### config.mk
export PLATFORM = sky130hd
export DESIGN_NAME = asram_ctrl
export DESIGN_NICKNAME = d
export VERILOG_FILES = /design/src/shared/asram_pkg.sv /design/src/shared/asram_tmr_if.sv /design/src/asram_tmr.sv /design/src/asram_ctrl.sv
export SDC_FILE = /design/constraint.sdc
export NUM_CORES = 1
export LEC_CHECK = 0
export ABC_AREA = 1
export BUFFER_PORTS_ARGS = -buffer_cell sky130_fd_sc_hd__buf_2
export CORE_ASPECT_RATIO = 0.5
export CORE_MARGIN = 5
export CORE_UTILIZATION = 52
export DETAILED_ROUTE_END_ITERATION = 7
export HOLD_SLACK_MARGIN = 0.15
export MAX_ROUTING_LAYER = met4
export PLACE_DENSITY = 0.92
export SYNTH_ARGS = -nofsm -noshare
export SYNTH_HDL_FRONTEND = slang
export SYNTH_SLANG_ARGS = --single-unit
### constraint.sdc
create_clock -name mclk -period 3.44 [get_ports mclk]
set_input_delay 0.344 -clock mclk [delete_from_list [all_inputs] [get_ports mclk]]
set_output_delay 0.344 -clock mclk [all_outputs]
set_load 0.01 [all_outputs]
### src/shared/asram_pkg.sv
/*
  constants and types for the asynchronous sram controller.
  assumes a 200 mhz mclk and the slowest speed grade figures.
*/
package asram_pkg;
  localparam int ASRAM_ADDR_W = 19;
  localparam int ASRAM_DATA_W = 8;
  localparam int ASRAM_CLK_PS = 5000;
  // ---------------------------------------------
  // timing figures in ns (slowest grade)
  // ---------------------------------------------
  localparam int WRITE_CYCLE_MIN_NS = 12;
  localparam int WRITE_PULSE_NS = 8;
  localparam int DATA_TO_WRITE_END_NS = 6;
  localparam int READ_ACCESS_NS = 12;
  localparam int OUTPUT_FLOAT_NS = 6;
  // least times round up
  localparam int WRITE_PULSE_CYC = (WRITE_PULSE_NS * 1000 + ASRAM_CLK_PS - 1) / ASRAM_CLK_PS;
  localparam int WRITE_CYCLE_CYC = (WRITE_CYCLE_MIN_NS * 1000 + ASRAM_CLK_PS - 1) / ASRAM_CLK_PS;
  localparam int READ_ACCESS_CYC = (READ_ACCESS_NS * 1000 + ASRAM_CLK_PS - 1) / ASRAM_CLK_PS + 1;
  localparam int FLOAT_CYC = (OUTPUT_FLOAT_NS * 1000 + ASRAM_CLK_PS - 1) / ASRAM_CLK_PS;
  localparam int RECOVER_CYC = WRITE_CYCLE_CYC - WRITE_PULSE_CYC;
  localparam int ASRAM_CNT_W = 4;
  localparam logic [ASRAM_CNT_W-1:0] ASRAM_CNT_ONE = 4'h1;
  localparam logic [ASRAM_ADDR_W-1:0] ASRAM_ADDR_RST = 19'h0_0000;
  localparam logic [ASRAM_DATA_W-1:0] ASRAM_DATA_RST = 8'h00;
  typedef enum logic [4:0] {
    ASRAM_IDLE = 5'b00001,
    ASRAM_WSET = 5'b00010,
    ASRAM_WPUL = 5'b00100,
    ASRAM_WREC = 5'b01000,
    ASRAM_READ = 5'b10000
  } asram_state_t;
endpackage : asram_pkg

### src/shared/asram_tmr_if.sv
/*
  carrier between the sequencer and its delay counter.
  assumes both ends share mclk.
*/
`timescale 1ns/1ps
interface asram_tmr_if;
  import asram_pkg::*;
  logic load;
  logic [ASRAM_CNT_W-1:0] count;
  logic done;
  modport ctrl (output load, output count, input done);
  modport tmr (input load, input count, output done);
endinterface : asram_tmr_if

### src/asram_tmr.sv
/*
  down counter giving the length of the read, write pulse and write recovery phases.
  assumes each load carries a nonzero count; a write start holds load for two cycles in a row.
*/
`timescale 1ns/1ps
module asram_tmr
  import asram_pkg::*;
(
  input wire logic mclk,
  input wire logic reset,
  asram_tmr_if.tmr t
);
  logic [ASRAM_CNT_W-1:0] cnt_q;
  logic [ASRAM_CNT_W-1:0] cnt_d;
  assign cnt_d = t.load ? t.count : (cnt_q != '0 ? cnt_q - ASRAM_CNT_ONE : cnt_q);
  // done reads the count alone: the sequencer builds load from done, so gating here would loop
  assign t.done = (cnt_q == ASRAM_CNT_ONE);
  always_ff @(posedge mclk or posedge reset) begin
    if (reset) begin
      cnt_q <= '0;
    end else begin
      cnt_q <= cnt_d;
    end
  end
endmodule : asram_tmr

### src/asram_ctrl.sv
/*
  host controller driving a 512k x 8 asynchronous static ram.
  assumes the ram pins are registered outputs of this block and that
  read data settle within the access count before being sampled.
*/
// Operation
// - address stable before chip select falls
// - write strobe high through every read
// - address changes only with strobes high
// - never drive data while ram drives
// - output drive high during writes
// - address held through whole write pulse
// - data stable before write end
// - controls are active low
`timescale 1ns/1ps
module asram_ctrl
  import asram_pkg::*;
(
  input wire logic mclk,
  input wire logic reset,
  input wire logic req_valid,
  input wire logic req_write,
  input wire logic [ASRAM_ADDR_W-1:0] req_addr,
  input wire logic [ASRAM_DATA_W-1:0] req_wdata,
  output logic req_ready,
  output logic [ASRAM_DATA_W-1:0] rsp_rdata,
  output logic rsp_valid,
  output logic [ASRAM_ADDR_W-1:0] address_lines,
  output logic chip_sel_n,
  output logic write_n,
  output logic out_drive_n,
  output logic [ASRAM_DATA_W-1:0] data_lines_out,
  output logic data_lines_oe,
  input wire logic [ASRAM_DATA_W-1:0] data_lines_in
);
  // ---------------------------------------------
  // state and pin registers
  // ---------------------------------------------
  asram_state_t state_q, state_d;
  logic [ASRAM_ADDR_W-1:0] addr_q, addr_d;
  logic [ASRAM_DATA_W-1:0] wdata_q, wdata_d;
  logic [ASRAM_DATA_W-1:0] rdata_q, rdata_d;
  logic cs_n_q, cs_n_d, we_n_q, we_n_d, oe_n_q, oe_n_d, doe_q, doe_d, rv_q, rv_d;
  asram_tmr_if tif ();
  asram_tmr u_tmr (
    .mclk(mclk),
    .reset(reset),
    .t(tif.tmr)
  );
  // ---------------------------------------------
  // decode
  // ---------------------------------------------
  wire idle = (state_q == ASRAM_IDLE);
  // no float wait after a read: a request is taken on any idle cycle
  wire take = idle && req_valid;
  wire take_wr = take && req_write;
  wire take_rd = take && !req_write;
  wire in_wset = (state_q == ASRAM_WSET);
  wire in_wpul = (state_q == ASRAM_WPUL);
  wire in_wrec = (state_q == ASRAM_WREC);
  wire in_read = (state_q == ASRAM_READ);
  wire tdone = tif.done;
  assign req_ready = idle;
  assign tif.load = take || (in_wset) || (in_wpul && tdone);
  assign tif.count = take_rd ? 4'(READ_ACCESS_CYC) : (in_wset ? 4'(WRITE_PULSE_CYC) : 4'(RECOVER_CYC));
  always_comb begin
    state_d = state_q;
    addr_d = take ? req_addr : addr_q;
    wdata_d = take_wr ? req_wdata : wdata_q;
    rdata_d = rdata_q;
    cs_n_d = cs_n_q;
    we_n_d = we_n_q;
    oe_n_d = oe_n_q;
    doe_d = doe_q;
    rv_d = 1'b0;
    unique case (state_q)
      ASRAM_IDLE: begin
        if (take_wr) begin
          state_d = ASRAM_WSET;
          oe_n_d = 1'b1;
        end else if (take_rd) begin
          state_d = ASRAM_READ;
          we_n_d = 1'b1;
        end
      end
      ASRAM_WSET: begin
        // address already stable a cycle; data drives as the pulse opens
        state_d = ASRAM_WPUL;
        cs_n_d = 1'b0;
        we_n_d = 1'b0;
        doe_d = 1'b1;
      end
      ASRAM_WPUL: begin
        if (tdone) begin
          state_d = ASRAM_WREC;
          cs_n_d = 1'b1;
          we_n_d = 1'b1;
        end
      end
      ASRAM_WREC: begin
        // data held one cycle past strobe rise, zero hold suffices
        doe_d = 1'b0;
        if (tdone) begin
          state_d = ASRAM_IDLE;
        end
      end
      ASRAM_READ: begin
        cs_n_d = 1'b0;
        oe_n_d = 1'b0;
        if (tdone) begin
          state_d = ASRAM_IDLE;
          rdata_d = data_lines_in;
          rv_d = 1'b1;
          cs_n_d = 1'b1;
          oe_n_d = 1'b1;
        end
      end
      default: begin
        state_d = ASRAM_IDLE;
      end
    endcase
  end
  // ---------------------------------------------
  // registers
  // ---------------------------------------------
  always_ff @(posedge mclk or posedge reset) begin
    if (reset) begin
      state_q <= ASRAM_IDLE;
      addr_q <= ASRAM_ADDR_RST;
      wdata_q <= ASRAM_DATA_RST;
      rdata_q <= ASRAM_DATA_RST;
      cs_n_q <= 1'b1;
      we_n_q <= 1'b1;
      oe_n_q <= 1'b1;
      doe_q <= 1'b0;
      rv_q <= 1'b0;
    end else begin
      state_q <= state_d;
      addr_q <= addr_d;
      wdata_q <= wdata_d;
      rdata_q <= rdata_d;
      cs_n_q <= cs_n_d;
      we_n_q <= we_n_d;
      oe_n_q <= oe_n_d;
      doe_q <= doe_d;
      rv_q <= rv_d;
    end
  end
  assign address_lines = addr_q;
  assign chip_sel_n = cs_n_q;
  assign write_n = we_n_q;
  assign out_drive_n = oe_n_q;
  assign data_lines_out = wdata_q;
  assign data_lines_oe = doe_q;
  assign rsp_rdata = rdata_q;
  assign rsp_valid = rv_q;
endmodule : asram_ctrl

==> implementation parameters <==
Parameter                              Value

Floorplanning
  Num ports    80
  Area of the core region    3900 um2
  Starting density of the core    0.541
  Site Rows    16
  Width of the chip    100 um
  Height of the die    between 50 and 60 um
  Total die area    approximately 5500 um2

Worst setup path
  CP peak stage delay    570 ps
  Startpoint types    register
  Slowest cell on the critical path    dfstp_2
  Critical path required time    3630 ps
  Count of buffering cells on the critical path with inverters included    2
  Most frequent CP cell    nand2_1
  Kind of cell adding the most delay to the critical path    simple AND/OR/NAND/NOR gates
  Cells along the critical path    inv_2 > nor2_2 > nand4_4 > inv_2 > nand2_1 > nand2_1 > nand2_1 > nand2_1 > nand2_1
  Capturing element type of the critical path    register
  Worst Path Arrival    2170 ps
  WS Path Type    reg2reg
  Crit-path max FO    26

Drt
  Number of search-and-repair iterations in the first detailed-routing pass    6
  Residual DRC    0
  Total via count in the routed design    1,864
  Wire length per cell after detailed routing    12.7 um
  Routed vias/inst    4.93
  Post-route antenna net violation count    0
  Detailed Route Iter0 Violations    roughly 130
  Final routed wirelength across all metal layers    ~4800 um

Synthesis
  Largest area contributor in the netlist    dfrtp_1
  Sequential share of the synthesized area    0.583
  Synthesis warning total    0
  Gate count after technology mapping    242
  Net count of the mapped netlist    284
  Syn Area/Cell    8.73 um2
  Library cells used by synthesis    26
  Fraction of registers with async set/reset    1.00
  Most frequently used flop master after synthesis    dfrtp_1
  Area of the mapped netlist    between 2000 and 2500 um2
  FF+latch count, synth    49
  Area share of the largest cell type after synthesis    0.533
  Ranking of synthesized cells by area    dfrtp_1, nand2_1, dfstp_2, inv_1, ha_1
  EDFF count, synth    0

Timing
  Setup slack of the critical path after layout    1460 ps
  Clock period minus final worst setup slack    between 1500 and 2000 ps
  Final setup violation count    0
  Setup tns final    0 ps
  Crit share post-route    0.575
  Layout Skew    just under 5 ps
  Number of pins exceeding their max-slew limit in the final report    0
  Tightest Pin Transition    978 ps
  Maximum clock rate    between 500 and 600 MHz
  Unrepaired setup endpoints after global routing    false
  Hold Vio Cnt, Final    0
  Slew margin rel.    0.347

Placed design
  Global placement routability congestion    between 0.7 and 0.8
  HPWL reported at the end of detailed placement    3670 um
  Post-place setup slack    1490 ps
  IO Port Bufs    79
  Post-place instance area    2540 um2

Power
  Peak supply drop    ~0.41 mV
  Static power due to leakage    1.54 nW
  Fraction of power consumed by combinational cells    0.428
  Power density normalized to cell area    892 nW/um2
  Internal portion of total power    around 1.4 mW
  Sw frac    0.407
  Clock power share    0.147
  Post-route total power    2.35 mW
  Switching power summed over all nets    0.957 mW
  Sequential cell fraction of total power    0.425

Run
  Max-capacitance violation count    0

Clocking
  Count of hold-fix buffers inserted at cts    0
  Max clock buf depth    2
  Resized Gates After CTS    0
  Number of sinks handled by clock tree synthesis    49
  Setup Fix Bufs, Post-CTS    0
  Clock slew seen by the registers of the worst setup and hold paths    ~90 ps
  H-tree levels    2
  Root buf cell    clkbuf_8
  Skew-Pair Late Insertion Delay    290 ps
  Clock tree from TritonCTS    built
  CTS Buf Count    5

Finish
  Area taken by multi-input logic gates    about 770 um2
  Area taken by flip-flops and latches    1230 um2
  Fillers    296
  Share of cells above drive strength 1    0.330
  Final nets    365
  Layout-stage area growth over the synthesis result    24.6%
  Fin util    0.674
  Total inserted antenna cells    0
  Post-layout instance area    2630 um2

Run status
  Status    finished, final reports clean

Global route
  Wire length of the first global-routing pass    7640 um
  Overall global routing resource usage    0.185
  Maximum number of pins on one net before global-route repair    50
  Via count of the first global-routing pass    1,746
  Number of antenna violations at the first check in global routing    0
  Leftover overflow at the end of global routing    0

Min path
  Hold crit path type    in2reg
## power by group through the flow
| stage | registers (mW) | clock network (mW) | logic, mW |
|---|---|---|---|
| after global placement | 0.993 | 0 | 0.966 |
| final | 0.998 | 0.345 | 1.01 |
| after global routing | 1.03 | 0.374 | 1.13 |
| after detailed placement | 1.00 | 0 | 1.02 |
| after floorplan | 1.10 | 0 | 0.557 |
| after CTS | 0.996 | 0.353 | 1.02 |
## sequential cells by signal, summed over array words and instances, names as in the netlist
name / count
rsp_rdata: 8
data_lines_out: 8
address_lines: 19
state_q: 5
write_n: 1
data_lines_oe: 1
out_drive_n: 1
chip_sel_n: 1
u_tmr.cnt_q: 4
rsp_valid: 1
## area by class of cell
cell class / instances / share of cell area
clock buffer: 6 / 0.0314
inverter: 18 / 0.0257
multi-input combinational: 170 / 0.294
timing repair buffer: 79 / 0.150
clock inverter: 2 / 0.00523
tap: 54 / 0.0257
sequential: 49 / 0.468
## cell usage in the layout (no fill, tap or decap)
cell | synthesis | routed
buf_2 | 1 | 79
clkinv_2 | 0 | 1
ha_1 | 3 | 3
nand4_4 | 1 | 1
clkinv_4 | 0 | 1
dfstp_2 | 4 | 4
nand2_2 | 1 | 1
nand2_1 | 131 | 131
nand4_1 | 3 | 3
xor2_1 | 1 | 1
nor3_1 | 2 | 2
o21ai_1 | 1 | 1
nor2_2 | 4 | 4
nor2_1 | 3 | 3
o21a_1 | 1 | 1
dfrtp_1 | 45 | 45
clkbuf_8 | 0 | 6
nand3_2 | 1 | 1
nand3_1 | 7 | 7
inv_2 | 4 | 5
inv_1 | 14 | 13
nand4_2 | 2 | 2
xnor2_1 | 1 | 1
o21ai_0 | 4 | 4
nor2_4 | 2 | 2
a21oi_1 | 2 | 2
## cell families (layout without fill, tap and decap cells)
logic type / after synthesis / in the layout / share of synthesized area
AOI/OAI and AO/OA: 8 / 8 / 0.0201
DFF: 49 / 49 / 0.583
adders and majority gates: 3 / 3 / 0.0178
buffers and inverters: 23 / 105 / 0.0503
xor gates and xnor gates: 2 / 2 / 0.00830
and+or+nand+nor: 157 / 157 / 0.320
## cell usage after synthesis (3+ instances only)
cell type / instances
nor2_1: 3
nand3_1: 7
nor2_2: 4
ha_1: 3
dfstp_2: 4
nand2_1: 131
inv_1: 14
inv_2: 4
nand4_1: 3
dfrtp_1: 45
o21ai_0: 4
## metrics by stage
stage / cells / hold slack, ps
global placement: 370 / 448
global route: 378 / 233
finish: 378 / 235
CTS: 378 / 229
floorplan: 242 / 454
detailed placement: 370 / 454
## worst reg2reg max path: cells and delay by family, from the launching register on
family / cells / cell delay [ps]
flip-flops: 1 / 570
AND/OR/NAND/NOR: 7 / 850
buffers and inverters: 2 / 460
## metal layers
layer,wire length (um),GRT usage,vias up
met5,0,-,-
met4,98,0.0805,0
met3,332,0.0451,11
met2,2400,0.336,67
met1,1960,0.201,877
li1,-,-,909
## final timing paths
kind / start / endpoint / slack (ps) / cells after the start
min in group asynchronous: reset / rsp_rdata[7]$_DFFE_PP0P_ / 270 / 2
min: req_addr[8] / address_lines[8]$_DFFE_PP0N_ / 240 / 3
min reg2reg: write_n$_DFFE_PP1P_ / write_n$_DFFE_PP1P_ / 470 / 2
max reg2reg: state_q[0]$_DFFE_PP1P_ / u_tmr.cnt_q[0]$_DFFE_PP0P_ / 1460 / 9
max: state_q[0]$_DFFE_PP1P_ / u_tmr.cnt_q[0]$_DFFE_PP0P_ / 1460 / 9
max in group asynchronous: reset / state_q[4]$_DFFE_PP0P_ / 2560 / 2
Power figures use the tool's default switching activity.
